**src/verilog/tce_map.svh**
```systemverilog
// Offsets, field positions, codes and counts for the tape copy and erase command handler.
// Assumes one core clock and a same-clock command front end feeding bytes in order.
`ifndef TCE_MAP_SVH
`define TCE_MAP_SVH
`define TCE_OP_COPY      8'h18
`define TCE_OP_ERASE     8'h19
`define TCE_CDB_LAST     3'd5
`define TCE_HDR_LAST     2'd3
`define TCE_DESC_LEN     24'd12
`define TCE_DESC_LAST    4'd11
`define TCE_SEG_LAST     8'hff
`define TCE_CFC_SEQSEQ   2'b11
`define TCE_LINK_BIT     0
`define TCE_FLAG_BIT     1
`define TCE_LONG_BIT     0
`define TCE_ST_GOOD      8'h00
`define TCE_ST_CHECK     8'h02
`define TCE_ST_LINKED    8'h10
`define TCE_KEY_ILLEGAL  4'h5
`define TCE_KEY_ABORTED  4'ha
`define TCE_SENSE_CLASS  8'h70
`define TCE_SENSE_VALID  8'h80
`define TCE_SB_SEG       5'd1
`define TCE_SB_KEY       5'd2
`define TCE_SB_RES       5'd3
`define TCE_SB_SRC       5'd8
`define TCE_SB_DST       5'd9
`define TCE_SB_EXT       5'd10
`define TCE_SB_EXT_LAST  5'd31
`define TCE_SENSE_DEPTH  32
`define TCE_REG_CTRL     8'h00
`define TCE_REG_STAT     8'h04
`define TCE_REG_RES      8'h08
`define TCE_REG_SENSE    1'b1
`endif

```
**src/verilog/tce_pkg.sv**
```systemverilog
// Types shared by the tape copy and erase command handler.
// Assumes the including design also pulls in the constant header.
package tce_pkg;
   typedef enum logic [3:0] {
      TCE_IDLE, TCE_CDB, TCE_DECODE, TCE_HDR, TCE_DESC,
      TCE_MOVE, TCE_NEXT, TCE_FETCH, TCE_ERASE, TCE_STATUS
   } tce_state_t;

   typedef struct packed {
      logic [2:0]  source_ctrl_bus_addr;
      logic [2:0]  source_unit_num;
      logic [2:0]  dest_ctrl_bus_addr;
      logic [2:0]  dest_unit_num;
      logic [15:0] src_bsize;
      logic [15:0] dst_bsize;
      logic [31:0] blk_count;
   } tce_seg_desc_t;

   typedef struct packed {
      logic       valid;
      logic [7:0] code;
      logic       link_next;
      logic       flag_irq;
   } tce_status_t;
endpackage : tce_pkg

```
**src/verilog/tce_cmd_handler.sv**
```systemverilog
// Command handler for the sequential copy and the whole-cartridge erase commands.
// Assumes command and parameter bytes arrive in order from same-clock bus logic,
// and that a data mover runs segments and reports each copied block.
//
// Design decisions made here: the plain strobed port and the register addresses.
`include "tce_map.svh"

module tce_cmd_handler (
   input  wire logic                   core_clk,
   input  wire logic                   rst_n,
   input  wire logic [7:0]             reg_addr,
   input  wire logic [31:0]            reg_wdata,
   input  wire logic                   reg_wr,
   input  wire logic                   reg_rd,
   output logic [31:0]                 reg_rdata,
   input  wire logic                   cdb_valid,
   input  wire logic                   cdb_first,
   input  wire logic [7:0]             cdb_byte,
   input  wire logic                   par_valid,
   input  wire logic [7:0]             par_byte,
   output logic                        par_ready,
   output logic                        seg_go,
   output tce_pkg::tce_seg_desc_t      seg_desc,
   input  wire logic                   blk_done,
   input  wire logic                   xfer_err,
   input  wire logic                   err_at_dst,
   output logic                        sense_fetch,
   input  wire logic                   xs_valid,
   input  wire logic                   xs_last,
   input  wire logic [7:0]             xs_byte,
   output logic                        erase_go,
   input  wire logic                   erase_done,
   output logic                        disc_ok,
   output tce_pkg::tce_status_t        status
);
   import tce_pkg::*;

   // ----------------------------------------------------------------
   // Helpers
   // ----------------------------------------------------------------
   function automatic logic [31:0] be32(input logic [7:0] b0, input logic [7:0] b1,
                                        input logic [7:0] b2, input logic [7:0] b3);
      be32 = {b0, b1, b2, b3};
   endfunction

   function automatic logic [15:0] be16(input logic [7:0] b0, input logic [7:0] b1);
      be16 = {b0, b1};
   endfunction

   // ----------------------------------------------------------------
   // State
   // ----------------------------------------------------------------
   tce_state_t     state_q, state_d;
   logic [7:0]     cdb_q [0:5];
   logic [2:0]     cdb_idx_q;
   logic [7:0]     desc_q [0:11];
   logic [3:0]     desc_idx_q;
   logic [1:0]     hdr_idx_q;
   logic [1:0]     cfc_q;
   logic [23:0]    par_cnt_q;
   logic [7:0]     seg_idx_q;
   logic [31:0]    done_q;
   logic [4:0]     xs_idx_q;
   logic           chk_q;
   logic           disc_en_q;
   logic [7:0]     sense_q [0:`TCE_SENSE_DEPTH-1];

   logic           par_ready_q, seg_go_q, fetch_q, erase_go_q, disc_ok_q;
   logic [31:0]    rdata_q;
   tce_seg_desc_t  seg_q;
   tce_status_t    status_q;

   // ----------------------------------------------------------------
   // Decode
   // ----------------------------------------------------------------
   wire        par_take   = par_valid && par_ready_q;
   wire        cdb_end    = (state_q == TCE_CDB) && cdb_valid && (cdb_idx_q == `TCE_CDB_LAST);
   wire [7:0]  opcode     = cdb_q[0];
   wire [23:0] par_len    = {cdb_q[2], cdb_q[3], cdb_q[4]};
   wire [23:0] par_rem    = par_len - par_cnt_q;
   wire        link_bit   = cdb_q[5][`TCE_LINK_BIT];
   wire        flag_eff   = cdb_q[5][`TCE_FLAG_BIT] && link_bit;
   wire        hdr_end    = (state_q == TCE_HDR) && par_take && (hdr_idx_q == `TCE_HDR_LAST);
   wire [1:0]  cfc_w      = (hdr_idx_q == 2'd0) ? par_byte[4:3] : cfc_q;
   // only the sequential-to-sequential layout is handled here
   wire        cfc_bad    = (cfc_w != `TCE_CFC_SEQSEQ);
   wire        desc_end   = (state_q == TCE_DESC) && par_take && (desc_idx_q == `TCE_DESC_LAST);
   // block count, byte 11 taken straight off the bus
   wire [31:0] desc_cnt   = be32(desc_q[8], desc_q[9], desc_q[10], par_byte);
   // reserved descriptor bytes must be zero
   wire        desc_bad   = (desc_q[2] != 8'h00) || (desc_q[3] != 8'h00);
   wire        long_ok    = cdb_q[1][`TCE_LONG_BIT];
   wire        last_blk   = blk_done && ((done_q + 32'd1) == seg_q.blk_count);
   wire        fetch_end  = (state_q == TCE_FETCH) && xs_valid && xs_last;
   wire        more_par   = (par_cnt_q != par_len);
   // a descriptor must fit in what is left of the list
   wire        short_par  = (par_rem < `TCE_DESC_LEN);
   wire [31:0] residue    = seg_q.blk_count - done_q;

   // Management and command errors, one-cycle events.
   logic       err_w;
   logic       err_valid_w;
   logic [3:0] err_key_w;
   logic [31:0] err_res_w;

   always_comb
   begin
      state_d     = state_q;
      err_w       = 1'b0;
      err_valid_w = 1'b0;
      err_key_w   = `TCE_KEY_ILLEGAL;
      err_res_w   = 32'h0000_0000;
      case (state_q)
         TCE_IDLE:
            if (cdb_valid && cdb_first)
               state_d = TCE_CDB;
         TCE_CDB:
            if (cdb_end)
               state_d = TCE_DECODE;
         TCE_DECODE:
            if (opcode == `TCE_OP_ERASE)
            begin
               // missing long bit is an error
               if (long_ok)
                  state_d = TCE_ERASE;
               else
               begin
                  err_w   = 1'b1;
                  state_d = TCE_STATUS;
               end
            end
            else if (opcode == `TCE_OP_COPY)
               state_d = (par_len == 24'h00_0000) ? TCE_STATUS : TCE_HDR;
            else
            begin
               err_w   = 1'b1;
               state_d = TCE_STATUS;
            end
         TCE_HDR:
            if (hdr_end)
            begin
               // bad parameters end in check condition
               if (cfc_bad || (par_rem < (`TCE_DESC_LEN + 24'd1)))
               begin
                  err_w       = 1'b1;
                  err_valid_w = 1'b1;
                  state_d     = TCE_STATUS;
               end
               else
                  state_d = TCE_DESC;
            end
         TCE_DESC:
            if (desc_end)
            begin
               // invalid descriptor ends in check condition
               if (desc_bad)
               begin
                  err_w       = 1'b1;
                  err_valid_w = 1'b1;
                  err_res_w   = desc_cnt;
                  state_d     = TCE_STATUS;
               end
               else
                  state_d = (desc_cnt == 32'h0000_0000) ? TCE_NEXT : TCE_MOVE;
            end
         TCE_MOVE:
            // fetch the failing device's sense first
            if (xfer_err)
               state_d = TCE_FETCH;
            else if (last_blk)
               state_d = TCE_NEXT;
         TCE_NEXT:
            if (!more_par)
               state_d = TCE_STATUS;
            else if ((seg_idx_q == `TCE_SEG_LAST) || short_par)
            begin
               err_w       = 1'b1;
               err_valid_w = 1'b1;
               state_d     = TCE_STATUS;
            end
            else
               state_d = TCE_DESC;
         TCE_FETCH:
            if (fetch_end)
               state_d = TCE_STATUS;
         TCE_ERASE:
            if (erase_done)
               state_d = TCE_IDLE;
         TCE_STATUS:
            state_d = TCE_IDLE;
         default:
            state_d = TCE_IDLE;
      endcase
      if ((state_q == TCE_ERASE) && erase_done)
         state_d = TCE_STATUS;
   end

   wire chk_d = (state_q == TCE_IDLE) ? 1'b0 : (chk_q || err_w || fetch_end);

   // ----------------------------------------------------------------
   // Sequencing registers
   // ----------------------------------------------------------------
   always_ff @(posedge core_clk)
   begin
      if (!rst_n)
      begin
         state_q    <= TCE_IDLE;
         cdb_idx_q  <= 3'd0;
         hdr_idx_q  <= 2'd0;
         desc_idx_q <= 4'd0;
         cfc_q      <= 2'b00;
         par_cnt_q  <= 24'h00_0000;
         seg_idx_q  <= 8'h00;
         done_q     <= 32'h0000_0000;
         chk_q      <= 1'b0;
      end
      else
      begin
         state_q <= state_d;
         chk_q   <= chk_d;
         if (state_q == TCE_IDLE)
            cdb_idx_q <= 3'd1;
         else if ((state_q == TCE_CDB) && cdb_valid)
            cdb_idx_q <= cdb_idx_q + 3'd1;
         if (state_q == TCE_DECODE)
         begin
            hdr_idx_q  <= 2'd0;
            desc_idx_q <= 4'd0;
            par_cnt_q  <= 24'h00_0000;
            seg_idx_q  <= 8'h00;
         end
         if (par_take)
            par_cnt_q <= par_cnt_q + 24'd1;
         if ((state_q == TCE_HDR) && par_take)
         begin
            hdr_idx_q <= hdr_idx_q + 2'd1;
            cfc_q     <= cfc_w;
         end
         if ((state_q == TCE_DESC) && par_take)
            desc_idx_q <= desc_end ? 4'd0 : desc_idx_q + 4'd1;
         if ((state_q == TCE_NEXT) && (state_d == TCE_DESC))
            seg_idx_q <= seg_idx_q + 8'd1;
         if (desc_end)
            done_q <= 32'h0000_0000;
         else if ((state_q == TCE_MOVE) && blk_done)
            done_q <= done_q + 32'd1;
      end
   end

   always_ff @(posedge core_clk)
   begin
      if ((state_q == TCE_IDLE) && cdb_valid && cdb_first)
         cdb_q[0] <= cdb_byte;
      else if ((state_q == TCE_CDB) && cdb_valid)
         cdb_q[cdb_idx_q] <= cdb_byte;
      if ((state_q == TCE_DESC) && par_take)
         desc_q[desc_idx_q] <= par_byte;
   end

   // ----------------------------------------------------------------
   // Segment hand-off
   // ----------------------------------------------------------------
   always_ff @(posedge core_clk)
   begin
      if (!rst_n)
         seg_q <= '0;
      else if (desc_end)
      begin
         seg_q.source_ctrl_bus_addr <= desc_q[0][7:5];
         seg_q.source_unit_num      <= desc_q[0][2:0];
         seg_q.dest_ctrl_bus_addr   <= desc_q[1][7:5];
         seg_q.dest_unit_num        <= desc_q[1][2:0];
         seg_q.src_bsize            <= be16(desc_q[4], desc_q[5]);
         seg_q.dst_bsize            <= be16(desc_q[6], desc_q[7]);
         seg_q.blk_count            <= desc_cnt;
      end
   end

   // ----------------------------------------------------------------
   // Extended sense
   // ----------------------------------------------------------------
   // Sense is kept until the next command, so a later request can still read it.
   always_ff @(posedge core_clk)
   begin
      if (!rst_n || ((state_q == TCE_IDLE) && cdb_valid && cdb_first))
      begin
         for (int i = 0; i < `TCE_SENSE_DEPTH; i++)
            sense_q[i] <= 8'h00;
         xs_idx_q <= `TCE_SB_EXT;
      end
      else if (err_w)
      begin
         sense_q[0]          <= `TCE_SENSE_CLASS | (err_valid_w ? `TCE_SENSE_VALID : 8'h00);
         sense_q[`TCE_SB_KEY] <= {4'h0, err_key_w};
         sense_q[`TCE_SB_SEG] <= seg_idx_q;
         {sense_q[3], sense_q[4], sense_q[5], sense_q[6]} <= err_res_w;
      end
      else if ((state_q == TCE_MOVE) && xfer_err)
      begin
         // valid bit, index and copy aborted
         sense_q[0]           <= `TCE_SENSE_CLASS | `TCE_SENSE_VALID;
         sense_q[`TCE_SB_SEG] <= seg_idx_q;
         sense_q[`TCE_SB_KEY] <= {4'h0, `TCE_KEY_ABORTED};
         {sense_q[3], sense_q[4], sense_q[5], sense_q[6]} <= residue;
         // pointer to source status and sense
         sense_q[`TCE_SB_SRC] <= err_at_dst ? 8'h00 : {3'b000, `TCE_SB_EXT};
         // pointer to destination status and sense
         sense_q[`TCE_SB_DST] <= err_at_dst ? {3'b000, `TCE_SB_EXT} : 8'h00;
      end
      else if ((state_q == TCE_FETCH) && xs_valid)
      begin
         // status byte then unmodified sense; surplus bytes overwrite the last sense byte.
         sense_q[xs_idx_q] <= xs_byte;
         if (xs_idx_q != `TCE_SB_EXT_LAST)
            xs_idx_q <= xs_idx_q + 5'd1;
      end
   end

   // ----------------------------------------------------------------
   // Outputs and register port
   // ----------------------------------------------------------------
   wire [31:0] stat_w  = {13'h0000, seg_idx_q, 3'b000, chk_q, 1'b0, cfc_q, state_q};
   wire [31:0] rd_mux  = reg_addr[7]                      ? {24'h00_0000, sense_q[reg_addr[6:2]]} :
                         (reg_addr == `TCE_REG_CTRL)      ? {31'h0000_0000, disc_en_q} :
                         (reg_addr == `TCE_REG_STAT)      ? stat_w :
                         (reg_addr == `TCE_REG_RES)       ? residue : 32'h0000_0000;
   wire        good_end = (state_d == TCE_STATUS) && !chk_d;

   always_ff @(posedge core_clk)
   begin
      if (!rst_n)
      begin
         disc_en_q   <= 1'b0;
         rdata_q     <= 32'h0000_0000;
         par_ready_q <= 1'b0;
         seg_go_q    <= 1'b0;
         fetch_q     <= 1'b0;
         erase_go_q  <= 1'b0;
         disc_ok_q   <= 1'b0;
         status_q    <= '0;
      end
      else
      begin
         if (reg_wr && (reg_addr == `TCE_REG_CTRL))
            disc_en_q <= reg_wdata[0];
         rdata_q     <= reg_rd ? rd_mux : 32'h0000_0000;
         par_ready_q <= (state_d == TCE_HDR) || ((state_d == TCE_DESC) && !desc_end);
         seg_go_q    <= (state_d == TCE_MOVE);
         fetch_q     <= (state_d == TCE_FETCH);
         erase_go_q  <= (state_d == TCE_ERASE);
         // disconnect only while erasing with disconnect enabled
         disc_ok_q   <= (state_d == TCE_ERASE) && disc_en_q;
         // status for every command, linked when good
         status_q.valid     <= (state_d == TCE_STATUS);
         status_q.code      <= chk_d ? `TCE_ST_CHECK :
                               (link_bit ? `TCE_ST_LINKED : `TCE_ST_GOOD);
         status_q.link_next <= good_end && link_bit;
         status_q.flag_irq  <= good_end && flag_eff;
      end
   end

   assign reg_rdata   = rdata_q;
   assign par_ready   = par_ready_q;
   assign seg_go      = seg_go_q;
   assign seg_desc    = seg_q;
   assign sense_fetch = fetch_q;
   assign erase_go    = erase_go_q;
   assign disc_ok     = disc_ok_q;
   assign status      = status_q;
endmodule // tce_cmd_handler

```
**config.mk**
```make
export PLATFORM = sky130hd
export DESIGN_NAME = tce_cmd_handler
export DESIGN_NICKNAME = d
export VERILOG_FILES = /design/src/verilog/tce_pkg.sv /design/src/verilog/tce_cmd_handler.sv
export VERILOG_INCLUDE_DIRS = /design/src /design/src/verilog
export SDC_FILE = /design/constraint.sdc
export NUM_CORES = 1
export LEC_CHECK = 0
export BUFFER_PORTS_ARGS = -buffer_cell sky130_fd_sc_hd__buf_2
export CAP_MARGIN = 30
export CORE_MARGIN = 8
export CORE_UTILIZATION = 40
export CTS_CLUSTER_SIZE = 14
export DETAILED_ROUTE_END_ITERATION = 10
export PLACE_DENSITY_LB_ADDON = 0.25
export SLEW_MARGIN = 25
export SYNTH_ARGS = -nofsm -noshare
export SYNTH_HDL_FRONTEND = slang
export SYNTH_SLANG_ARGS = --single-unit
```
**constraint.sdc**
```tcl
create_clock -name core_clk -period 4.4 [get_ports core_clk]
set_input_delay 0.88 -clock core_clk [delete_from_list [all_inputs] [get_ports core_clk]]
set_output_delay 0.88 -clock core_clk [all_outputs]
set_load 0.1 [all_outputs]
```
Word-level counts from Yosys, hierarchy flattened:

Memories as Yosys holds them, arrays and structs flattened. A register that Yosys moved wholly into a read port is not among the register bits.
Cells that the tools add are included.

* input bits: 77
* memories: 2
* word-level logic and storage cells: 251
* flip-flop bits (word level): 419
* output and inout port bits: 124
* memory bits (writable): 144

Memory list
* desc_q: depth 12, width 8, rd ports 11, clocked after memory_dff 6, wr ports 1, RTL line tce_cmd_handler.sv:56 `logic [7:0] desc_q [0:11];`
* cdb_q: depth 6, width 8, rd ports 6, clocked after memory_dff 0, wr ports 1, RTL line tce_cmd_handler.sv:54 `logic [7:0] cdb_q [0:5];`

* magnitude comparators: 5
* reduce and logical (&&, ||, !) cells: 67
* bitwise gates (word level): 7
* add/subtract/negate cells: 9
* muxes and demuxes: 75
* equal/unequal tests: 26

Operator list (number)
* $bwmux 256: 1
* $mux 256: 1
* $mux 56: 2
* $mux 32: 3
* $mux 4: 21
* $mux 8: 9
* $lt 24x4->1 const B: 2
* $mux 24: 2
* $bmux 8 s5: 1
* $demux 8 s5: 1
* $mux 19: 2
* $pmux 4 s9: 1
* $add 32x1->32 const B: 1
* $eq 32x32->1: 1
* $logic_not 32->1: 1
* $sub 32x32->32: 1
* $eq 4x3->1 const B: 7
* $logic_and 1x1->1: 25
* $add 24x1->24 const B: 1
* $logic_not 24->1: 1
* $ne 24x24->1: 1
* $sub 24x24->24: 1
* $mux 1: 21
* $eq 4x4->1 const B: 4
* other kinds (41): 78

Longest topological paths before layout:

Gate-level depths: netlist of run 1.

* word-level depth: 13
* depth in mapped cells: 16
* mapped depth without buffers: 15

Least setup slack after synthesis of run 1:

Ideal clock, no wire load.

* kind: reg-to-reg
* from: register seg_q (netlist bit seg_desc[2])
* to: register sense_q[230] (netlist bit)
* buffers on the path: 0
* cell stages (with the launch flop): 13
* library setup time: 116 ps
* data arrival time: 3756 ps
* slack: 528 ps
* required time: 4284 ps
* clock period less this slack: 3872 ps
* cell sequence: dfxtp_1 ha_1 a21oi_1 nor2_1 o31ai_1 a32oi_1 a211oi_1 o21ai_0 a31o_2 a31oi_1 xor2_1 o221ai_2 o211a_1

* longest elaborated chain between the ends: 3

RTL lines
* start, declared: RTL line tce_cmd_handler.sv:70 `tce_seg_desc_t seg_q;`
* $sub 32x32->32: RTL line tce_cmd_handler.sv:98 `wire [31:0] residue = seg_q.blk_count - done_q;`
* $mux 56: RTL line tce_cmd_handler.sv:298 `else if ((state_q == TCE_MOVE) && xfer_err)`
* $mux 56: RTL line tce_cmd_handler.sv:291 `else if (err_w)`
* end signal, assigned by index: RTL line tce_cmd_handler.sv:294 `` sense_q[`TCE_SB_KEY] <= {4'h0, err_key_w}; ``
* end signal, assigned by index: RTL line tce_cmd_handler.sv:295 `` sense_q[`TCE_SB_SEG] <= seg_idx_q; ``
* end signal, assigned by index: RTL line tce_cmd_handler.sv:302 `` sense_q[`TCE_SB_SEG] <= seg_idx_q; ``
* end, declared: RTL line tce_cmd_handler.sv:66 `` logic [7:0] sense_q [0:`TCE_SENSE_DEPTH-1]; ``

Every way passes these cells.
A chain may end at the register's enable or synchronous reset.

Final worst setup path of run 1:

* from: register par_cnt_q[10]
* to: register seg_idx_q[6]

* longest elaborated chain between the ends: 10
* elaborated cells on any way between the ends: 16
* those cells by class: add/sub (1); order compare (2); eq/ne (2); mux (7); reduce/logical (4)

RTL lines
* start, declared: RTL line tce_cmd_handler.sv:60 `logic [23:0] par_cnt_q;`
* start signal, assigned: RTL line tce_cmd_handler.sv:233 `par_cnt_q <= par_cnt_q + 24'd1;`
* $sub 24x24->24: RTL line tce_cmd_handler.sv:80 `wire [23:0] par_rem = par_len - par_cnt_q;`
* $lt 24x4->1 (on tied branches)
* $logic_or 1x1->1 (on tied branches): RTL line tce_cmd_handler.sv:175, tce_cmd_handler.sv:143
* $mux 4 (on tied branches): RTL line tce_cmd_handler.sv:175, tce_cmd_handler.sv:143
* $mux 4 (on tied branches): RTL line tce_cmd_handler.sv:173, tce_cmd_handler.sv:140
* $pmux 4 s9 *: RTL line tce_cmd_handler.sv:113 `case (state_q)`
* $mux 4 *: RTL line tce_cmd_handler.sv:194 `if ((state_q == TCE_ERASE) && erase_done)`
* $eq 4x3->1 *: RTL line tce_cmd_handler.sv:241 `if ((state_q == TCE_NEXT) && (state_d == TCE_DESC))`
* $logic_and 1x1->1 *: RTL line tce_cmd_handler.sv:241
* $mux 8 / $reduce_bool 2->1 (equally long branches)
* end signal, assigned: RTL line tce_cmd_handler.sv:242 `seg_idx_q <= seg_idx_q + 8'd1;`
* end, declared: RTL line tce_cmd_handler.sv:61 `logic [7:0] seg_idx_q;`

Every way passes the cells marked *; elsewhere a longest branch is shown, timed or not.

==> results.sh, run 1 <==
export IMPL_outcome="complete, no violations"
export IMPL_numCtsBuffers=58
export IMPL_relSlewSlack_pct=36.39
export IMPL_ys_seq_elements=578
export IMPL_seqPwrFrac_pct=49.6
export IMPL_synth_area_um2=28260
export IMPL_period_share_pct=93.71
export IMPL_ctsResizeCount=0
export IMPL_clk_insertion_delay_late_ns=0.64
export IMPL_areaGrowthSynthToFinish_pct=13.76
export IMPL_async_flop_share_pct=0
export IMPL_setup_violations_final=0
export IMPL_clockBufferDepth=3
export IMPL_worstHoldPathType="reg2reg"
export IMPL_dp_slack_ns=0.2606
export IMPL_crit_required_ns=4.91
export IMPL_yosys_warnings=0
export IMPL_min_from="sense_q[161]"
export IMPL_cts_tree="built"
export IMPL_setup_tns_ns=0
export IMPL_path_class="reg2reg"
export IMPL_skew_ns=0.03703
export IMPL_firstDrtPassIters=8
export IMPL_crit_arrival_ns=4.64
export IMPL_drc=0
export IMPL_final_cell_mix="524 x nand2_1, 459 x dfxtp_1, 379 x a21oi_1"
export IMPL_gp_congestion=0.9553
export IMPL_num_rows=97
export IMPL_synthDistinctLibCells=100
export IMPL_power_leakage_uw=0.01122
export IMPL_pwr_share_clk_pct=47.0
export IMPL_drtIter0Drc=2280
export IMPL_power_per_cell_area_nw_per_um2=339.4
export IMPL_vias=24190
export IMPL_crit_fanout=20
export IMPL_fmax_mhz=242.5
export IMPL_vias_per_cell=5.723
export IMPL_hold_violations=0
export IMPL_nets=3385
export IMPL_antenna_found_initial=4
export IMPL_core_area_um2=70030
export IMPL_worst_slew_pin_transition_ns=0.9468
export IMPL_intPower_uw=8418
export IMPL_p_sw_share_pct=22.86
export IMPL_power_switching_uw=2495
export IMPL_cap_viol_max_count=0
export IMPL_fin_crit_ns=4.123
export IMPL_cts_hold_buf=0
export IMPL_die_h_um=281.8
export IMPL_io_pins=201
export IMPL_ys_seq_area_share_pct=45.15
export IMPL_drive_above_1_share_pct=14.55
export IMPL_clkTransAtPathRegs_ns=0.06
export IMPL_postSynthCellCount=3144
export IMPL_syn_area_per_cell_um2=8.990
export IMPL_crit_start="par_cnt_q[10]"
export IMPL_routed_wl_mm=89.60
export IMPL_cts_sink_count=578
export IMPL_grt_first_pass_wirelength_mm=137.8
export IMPL_dpl_hpwl_mm=62.67
export IMPL_synth_edff_count=119
export IMPL_critPathCaptureType="flip-flop"
export IMPL_worst_setup_path_start_kind="flip-flop"
export IMPL_die_area_um2=79420
export IMPL_fillers=6779
export IMPL_reg2reg_from="par_cnt_q[10]"
export IMPL_rsz0062_at_grt="false"
export IMPL_avgRoutedWirePerCell_um=21.20
export IMPL_grt_total_usage_pct=21.89
export IMPL_die_w_um=281.8
export IMPL_combPwrFrac_pct=3.4
export IMPL_synth_ff_type="dfxtp_1"
export IMPL_port_buffers=163
export IMPL_initial_core_util_pct=40.36
export IMPL_gr_total_overflow=0
export IMPL_ir_drop_mv=0.2853
export IMPL_drv_slew=0
export IMPL_htree_levels=2
export IMPL_cts_root_buffer_cell="clkbuf_16"
export IMPL_final_common_cell="nand2_1"
export IMPL_grt_pass1_vias=22920
export IMPL_reg2reg_slack_ns=0.28
export IMPL_setup_slack_ns=0.2769
export IMPL_cts_setup_buffers=0
export IMPL_grt_max_degree=79
export IMPL_ant_nets=0
==> area by class of cell <==
class	count	area [µm²]	area share [%]
clock inverters	24	240.2	0.7471
clock buffers	86	1742	5.417
repair buffers	251	1582	4.919
inverters	79	299.0	0.9300
flip-flops and latches	578	12760	39.69
diodes	1	2.502	0.007783
well taps	940	1176	3.658
multi-input cells	2268	14350	44.63
==> final timing paths <==
| kind | to | cells past startpoint |
|---|---|---|
| max | seg_idx_q[6] | 15 |
| min | sense_q[161] | 2 |
| max reg2reg | seg_idx_q[6] | 15 |
| min reg2reg | sense_q[161] | 2 |
==> Yosys cell counts, types with 32 or more instances <==
cell,n,share of area [%]
xnor2_1,73,2.3
nand2_1,525,7.0
nand3_1,277,4.9
clkbuf_1,156,2.1
a21oi_1,379,6.7
o21ai_0,74,1.3
edfxtp_1,119,13
ha_1,70,3.1
nor2_1,166,2.2
nor4_1,32,0.71
dfxtp_1,459,33
nand4_1,40,0.89
nor3_1,52,0.92
and3_1,32,0.71
buf_1,35,0.46
mux4_2,80,6.4
inv_1,78,1.0
xor2_1,32,0.99
==> stage by stage <==
step	std cells	power (µW)	hold WS, ns	cell area [µm²]	utilization (%)
6_report	4227	10910	0.4489	32150	45.91
5_1_grt	4226	11220	0.4655	32150	45.91
4_1_cts	4223	11000	0.4533	32130	45.89
3_5_place_dp	4113	5898	0.4447	30150	43.06
3_3_place_gp	4111	5898	0.4382	30140	43.04
2_1_floorplan	3149	5742	0.4278	28280	-
==> critical path, cell delays in order, from the launching register on <==
cell	delay [ns]
dfxtp_1	0.36
inv_1	0.08
ha_1	0.43
a21oi_1	0.33
nor3_1	0.10
or4_1	0.53
nor4_1	0.31
nand4b_1	0.13
nor4b_1	0.32
nand4_1	0.23
nor4_4	0.29
buf_4	0.19
a21oi_2	0.07
buf_4	0.19
and3_1	0.19
o31a_1	0.26
==> layer usage <==
layer | up-vias | part of all wire [%] | GRT usage, %
met2 | 864 | 47 | 36.40
met1 | 11630 | 43 | 29.40
li1 | 11540 | - | -
met5 | - | 0 | 0
met3 | 153 | 6.7 | 3.202
met4 | 0 | 3.0 | 6.582
==> power groups by stage <==
stage / Combinational, µW / Clock (µW) / Sequential, µW
6_report: 368 / 5130 / 5410
5_1_grt: 386 / 5420 / 5410
3_5_place_dp: 367 / 0 / 5530
2_1_floorplan: 211 / 0 / 5530
3_3_place_gp: 366 / 0 / 5530
4_1_cts: 367 / 5220 / 5410
==> cell families (layout without fill, tap and decap cells) <==
logic type	Yosys count	after routing	synth area share, %
and+or+nand+nor	1261	1261	21.04
other	1	7	0.01327
DFF	578	578	45.15
buffers and inverters	303	440	4.334
adders and majority gates	72	72	3.241
AOI/OAI and AO/OA	713	713	15.45
xor gates and xnor gates	105	105	3.254
muxes	111	111	7.508
==> state kept, by name, indices dropped and copies added, names as in the netlist, 2 cells and up <==
register	count
cfc_q	2
desc_idx_q	4
status	4
seg_desc	76
par_cnt_q	24
sense_q	256
cdb_idx_q	3
desc_q	84
hdr_idx_q	2
xs_idx_q	5
state_q	4
done_q	32
reg_rdata	32
seg_idx_q	8
cdb_q	35
Power figures use the tool's default switching activity.
==> inputs of run 2 (changes only) <==
--- a/config.mk
+++ b/config.mk
@@ -12,8 +12,8 @@
 export CORE_UTILIZATION = 40
 export CTS_CLUSTER_SIZE = 14
 export DETAILED_ROUTE_END_ITERATION = 10
-export PLACE_DENSITY_LB_ADDON = 0.25
-export SLEW_MARGIN = 25
+export PLACE_DENSITY = 0.56
+export SLEW_MARGIN = 20
 export SYNTH_ARGS = -nofsm -noshare
 export SYNTH_HDL_FRONTEND = slang
 export SYNTH_SLANG_ARGS = --single-unit
==> constraint.sdc (replaced) <==
create_clock -name core_clk -period 5.1 [get_ports core_clk]
set_input_delay 1.02 -clock core_clk [delete_from_list [all_inputs] [get_ports core_clk]]
set_output_delay 1.02 -clock core_clk [all_outputs]
set_load 0.1 [all_outputs]
==> run 2 against run 1 <==
Against the previous run:
- global-route usage is 0.67 points higher
- sequential power is 14% lower
- clock power is 5.1% lower
- first-iteration DRC count is 17% higher
- utilization hardly changed
- count of clock-buffer cells in the layout is 14 higher
- sequential share of layout area hardly changed
- setup slack better by 0.28 ns
==> results.sh, run 2 (same netlist as run 1, synthesis figures left out) <==
export IMPL_outcome="complete, no violations"
export IMPL_dp_slack_ns=0.6358
export IMPL_initial_core_util_pct=40.36
export IMPL_routed_wl_mm=92.13
export IMPL_vias=24530
export IMPL_cts_sink_count=578
export IMPL_avgRoutedWirePerCell_um=21.92
export IMPL_die_area_um2=79420
export IMPL_design_area_um2=32150
export IMPL_drv_slew=0
export IMPL_r2r_cells=14
export IMPL_numCtsBuffers=67
export IMPL_r2r_end="par_ready"
export IMPL_placed_area_um2=29860
export IMPL_die_w_um=281.8
export IMPL_cts_setup_buffers=0
export IMPL_drtIter0Drc=2658
export IMPL_clk_insertion_delay_late_ns=0.62
export IMPL_rsz0062_at_grt="false"
export IMPL_worst_setup_path_start_kind="flip-flop"
export IMPL_use_met1_pct=29.35
export IMPL_grt_pass1_vias=23490
export IMPL_final_cell_mix="524 x nand2_1, 459 x dfxtp_1, 379 x a21oi_1"
export IMPL_max_stage_delay_ns=0.53
export IMPL_die_h_um=281.8
export IMPL_io_pins=201
export IMPL_skew_ns=0.01857
export IMPL_drive_above_1_share_pct=13.76
export IMPL_ir_drop_mv=0.1963
export IMPL_crit_fanout=8
export IMPL_relSlewSlack_pct=37.92
export IMPL_setup_tns_ns=0
export IMPL_grt_busiest_layer="met2"
export IMPL_core_area_um2=70030
export IMPL_final_common_cell="nand2_1"
export IMPL_fin_util_pct=45.91
export IMPL_fin_hold_ws_ns=0.4513
export IMPL_cts_root_buffer_cell="clkbuf_16"
export IMPL_cp_depth=14
export IMPL_crit_required_ns=5.59
export IMPL_setup_slack_ns=0.5582
export IMPL_crit_buf_inv=2
export IMPL_cts_hold_buf=0
export IMPL_met3_usage_pct=3.475
export IMPL_path_common_cell="a21oi_1"
export IMPL_use_met2_pct=37.64
export IMPL_fmax_mhz=220.2
export IMPL_reg2reg_slack_ns=0.56
export IMPL_power_per_cell_area_nw_per_um2=306.4
export IMPL_period_share_pct=89.06
export IMPL_ant_nets=0
export IMPL_areaGrowthSynthToFinish_pct=13.76
export IMPL_clkTransAtPathRegs_ns=0.06
export IMPL_worstHoldPathType="reg2reg"
export IMPL_gp_congestion=0.9102
export IMPL_path_cells="inv_1, ha_1, a21oi_1, o22ai_1, or4_1, nor4_1, nand4b_1, nor4b_1, nand4_1, nor4_4, a21oi_2, a21oi_1, buf_4, mux2_2"
export IMPL_firstDrtPassIters=7
export IMPL_num_rows=97
export IMPL_htree_levels=3
export IMPL_crit_arrival_ns=5.04
export IMPL_vias_per_cell=5.835
export IMPL_grt_total_usage_pct=22.56
export IMPL_drc=0
export IMPL_crit_start="par_cnt_q[13]"
export IMPL_ctsResizeCount=0
export IMPL_antenna_found_initial=0
export IMPL_cap_viol_max_count=0
export IMPL_largest_reg_flops=256
export IMPL_grt_max_degree=80
export IMPL_fin_crit_ns=4.542
export IMPL_hold_violations=0
export IMPL_top_register="sense_q"
export IMPL_path_class="reg2reg"
export IMPL_setup_violations_final=0
export IMPL_grt_first_pass_wirelength_mm=141.1
export IMPL_crit_slowest_cell="a21oi_1"
export IMPL_nets=3359
export IMPL_worst_slew_pin_transition_ns=0.9311
export IMPL_crit_path_end="par_ready"
export IMPL_critPathTopFamily="simple AND/OR/NAND/NOR gates"
export IMPL_gr_total_overflow=0
export IMPL_power_leakage_uw=0.01118
export IMPL_dpl_hpwl_mm=64.39
export IMPL_cts_tree="built"
export IMPL_port_buffers=163
export IMPL_clockBufferDepth=3
export IMPL_reg2reg_from="par_cnt_q[13]"
export IMPL_critPathCaptureType="flip-flop"
==> run 2: cell count changes in the layout (fill, tap and decap cells not counted), sizes merged <==
| cell | delta |
|---|---|
| diode | +1 |
| buf | -34 |
| clkbuf | +13 |
| clkinv | -4 |
| bufinv | +1 |
| clkinvlp | -3 |
| inv | +3 |
==> run 2: through the flow <==
| stage | instances | power, µW |
|---|---|---|
| after floorplan | 3149 | 4954 |
| after global placement | 4075 | 5075 |
| after detailed placement | 4075 | 5078 |
| after CTS | 4196 | 9923 |
| after global routing | 4202 | 10130 |
| final | 4204 | 9850 |
==> run 2: cell type report <==
| class | instances | area [µm²] |
|---|---|---|
| tap | 940 | 1176 |
| inverter | 79 | 297.8 |
| clock buffer | 100 | 1974 |
| clock inverter | 21 | 249.0 |
| fill | 6713 | 37880 |
| multi-input combinational | 2268 | 14350 |
| antenna | 2 | 5.005 |
| timing repair buffer | 216 | 1334 |
| sequential | 578 | 12760 |
==> run 2: worst min-delay path, cell delays in order (launching register included) <==
cell	delay [ns]
dfxtp_1	0.30
nand2_1	0.05
a21oi_1	0.05
==> run 2: worst min path at each step <==
stage                 startpoint            to  slack (ns)  depth (start not counted)
floorplan           sense_q[216]  sense_q[216]        0.43                          1
global placement     sense_q[99]   sense_q[99]        0.44                          2
detailed placement   sense_q[46]   sense_q[46]        0.45                          2
CTS                  sense_q[34]   sense_q[34]        0.45                          2
global route        seg_desc[47]  seg_desc[47]        0.47                          2
finish               sense_q[36]   sense_q[36]        0.45                          2
==> run 2: power by group <==
group	switching [µW]	leakage, µW	internal, µW	total, µW
Clock	1970	0.00109	2900	4870
Sequential	4.81	0.00477	4670	4670
Combinational	244	0.00532	67.0	311
==> run 2: routing by layer <==
layer,share of wire [%],up-vias
met2,47,870
met5,0,-
li1,-,11480
met4,3.8,0
met3,6.2,209
met1,43,11980
==> inputs of run 3 (changes only) <==
--- a/config.mk
+++ b/config.mk
@@ -6,13 +6,14 @@
 export SDC_FILE = /design/constraint.sdc
 export NUM_CORES = 1
 export LEC_CHECK = 0
+export ABC_CLOCK_PERIOD_IN_PS = 5100
 export BUFFER_PORTS_ARGS = -buffer_cell sky130_fd_sc_hd__buf_2
 export CAP_MARGIN = 30
 export CORE_MARGIN = 8
-export CORE_UTILIZATION = 40
+export CORE_UTILIZATION = 35
 export CTS_CLUSTER_SIZE = 14
 export DETAILED_ROUTE_END_ITERATION = 10
-export PLACE_DENSITY = 0.56
+export PLACE_DENSITY = 0.5
 export SLEW_MARGIN = 20
 export SYNTH_ARGS = -nofsm -noshare
 export SYNTH_HDL_FRONTEND = slang
==> run 3 against run 2 <==
Against the previous run:
- wire length up 7.0%
- setup slack got worse by 0.060 ns
- hold slack worse by 0.00058 ns
- critical path type unchanged
==> results.sh, run 3 (same netlist as run 1, synthesis figures left out) <==
export IMPL_worst_setup_path_start_kind="flip-flop"
export IMPL_setup_violations_final=0
export IMPL_die_area_um2=90100
export IMPL_cts_sink_count=578
export IMPL_ctsResizeCount=0
export IMPL_setup_slack_ns=0.4986
export IMPL_cts_setup_buffers=0
export IMPL_gp_congestion=0.9150
export IMPL_num_rows=104
export IMPL_antenna_found_initial=7
export IMPL_outcome="complete, no violations"
export IMPL_ant_nets=0
export IMPL_top_register="sense_q"
export IMPL_worst_slew_pin_transition_ns=0.9983
export IMPL_period_share_pct=90.22
export IMPL_firstDrtPassIters=5
export IMPL_worstHoldPathType="reg2reg"
export IMPL_fmax_mhz=217.3
export IMPL_port_buffers=163
export IMPL_die_h_um=300.2
export IMPL_cap_viol_max_count=0
export IMPL_drtIter0Drc=2167
export IMPL_vias=24560
export IMPL_fin_crit_ns=4.601
export IMPL_clk_insertion_delay_late_ns=0.62
export IMPL_hold_violations=0
export IMPL_dp_slack_ns=0.5340
export IMPL_clockBufferDepth=3
export IMPL_grt_first_pass_wirelength_mm=149.6
export IMPL_grt_max_degree=109
export IMPL_largest_reg_flops=256
export IMPL_io_pins=201
export IMPL_numCtsBuffers=69
export IMPL_critPathCaptureType="flip-flop"
export IMPL_final_common_cell="nand2_1"
export IMPL_final_cell_mix="524 x nand2_1, 459 x dfxtp_1, 379 x a21oi_1"
export IMPL_cts_tree="built"
export IMPL_crit_arrival_ns=5.08
export IMPL_gr_total_overflow=0
export IMPL_ir_drop_mv=0.1982
export IMPL_power_per_cell_area_nw_per_um2=306.3
export IMPL_crit_required_ns=5.58
export IMPL_avgRoutedWirePerCell_um=22.78
export IMPL_clkTransAtPathRegs_ns=0.06
export IMPL_nets=3363
export IMPL_cts_root_buffer_cell="clkbuf_16"
export IMPL_vias_per_cell=5.677
export IMPL_drv_slew=0
export IMPL_drc=0
export IMPL_skew_ns=0.02725
export IMPL_drive_above_1_share_pct=13.75
export IMPL_crit_fanout=13
export IMPL_path_class="reg2reg"
export IMPL_areaGrowthSynthToFinish_pct=14.09
export IMPL_grt_total_usage_pct=21.12
export IMPL_grt_pass1_vias=23980
export IMPL_htree_levels=3
export IMPL_relSlewSlack_pct=31.73
export IMPL_initial_core_util_pct=35.20
export IMPL_core_area_um2=80290
export IMPL_routed_wl_mm=98.58
export IMPL_setup_tns_ns=0
export IMPL_die_w_um=300.2
export IMPL_rsz0062_at_grt="false"
export IMPL_cts_hold_buf=0
export IMPL_dpl_hpwl_mm=69.02
export IMPL_power_leakage_uw=0.01116
run 3: cell types whose count changed in the layout (fill, tap and decap cells not counted), sizes merged:
cell    delta
inv        +2
buf        +2
bufinv     -1
run 3: area by class of cell:
class                   count  area (µm²)
diodes                      2       5.005
flip-flops and latches    578       12760
clock inverters            22       210.2
fillers                  8040       48040
repair buffers            218        1279
clock buffers             100        2006
inverters                  79       299.0
multi-input cells        2268       14360
well taps                1060        1326
run 3: power by group:
group          switching [µW]  internal, µW
registers                4.57          4670
logic                     244          61.8
clock network            2010          2890
run 3: per-layer routing:
metal / vias to the layer above / routed length (µm) / track usage (%)
met3: 161 / 6222 / 2.876
met5: - / 0 / 0
li1: 11470 / - / -
met1: 12070 / 43540 / 28.88
met2: 868 / 45870 / 34.46
met4: 0 / 2945 / 6.658
run 3: worst max-delay path: stages, from the launching register on:
cell      delay [ns]
dfxtp_1         0.44
inv_1           0.15
ha_1            0.49
a21oi_1         0.47
o22ai_1         0.13
or4_1           0.49
nor4_1          0.42
nand4b_1        0.14
nor4b_1         0.26
nand4_1         0.21
nor4_4          0.43
a21oi_2         0.11
a21oi_1         0.37
mux2_2          0.38
run 3: worst paths after layout:
check	start	end	slack (ns)	cells past startpoint
worst max-delay path	par_cnt_q[13]	par_ready	0.50	13
worst min-delay path	sense_q[4]	sense_q[4]	0.45	2
worst max register to register	par_cnt_q[13]	par_ready	0.50	13
worst min register to register	sense_q[4]	sense_q[4]	0.45	2
run 3: through the flow:
| step | hold WS [ns] | total power [µW] | utilization, % | cells | area, µm² |
|---|---|---|---|---|---|
| final | 0.4507 | 9878 | 40.16 | 4327 | 32250 |
| after global placement | 0.4382 | 5074 | 37.34 | 4196 | 29980 |
| after detailed placement | 0.4442 | 5078 | 37.36 | 4199 | 29990 |
| after global routing | 0.4710 | 10180 | 40.16 | 4326 | 32240 |
| after floorplan | 0.4278 | 4954 | - | 3149 | 28280 |
| after CTS | 0.4515 | 9980 | 40.12 | 4321 | 32210 |
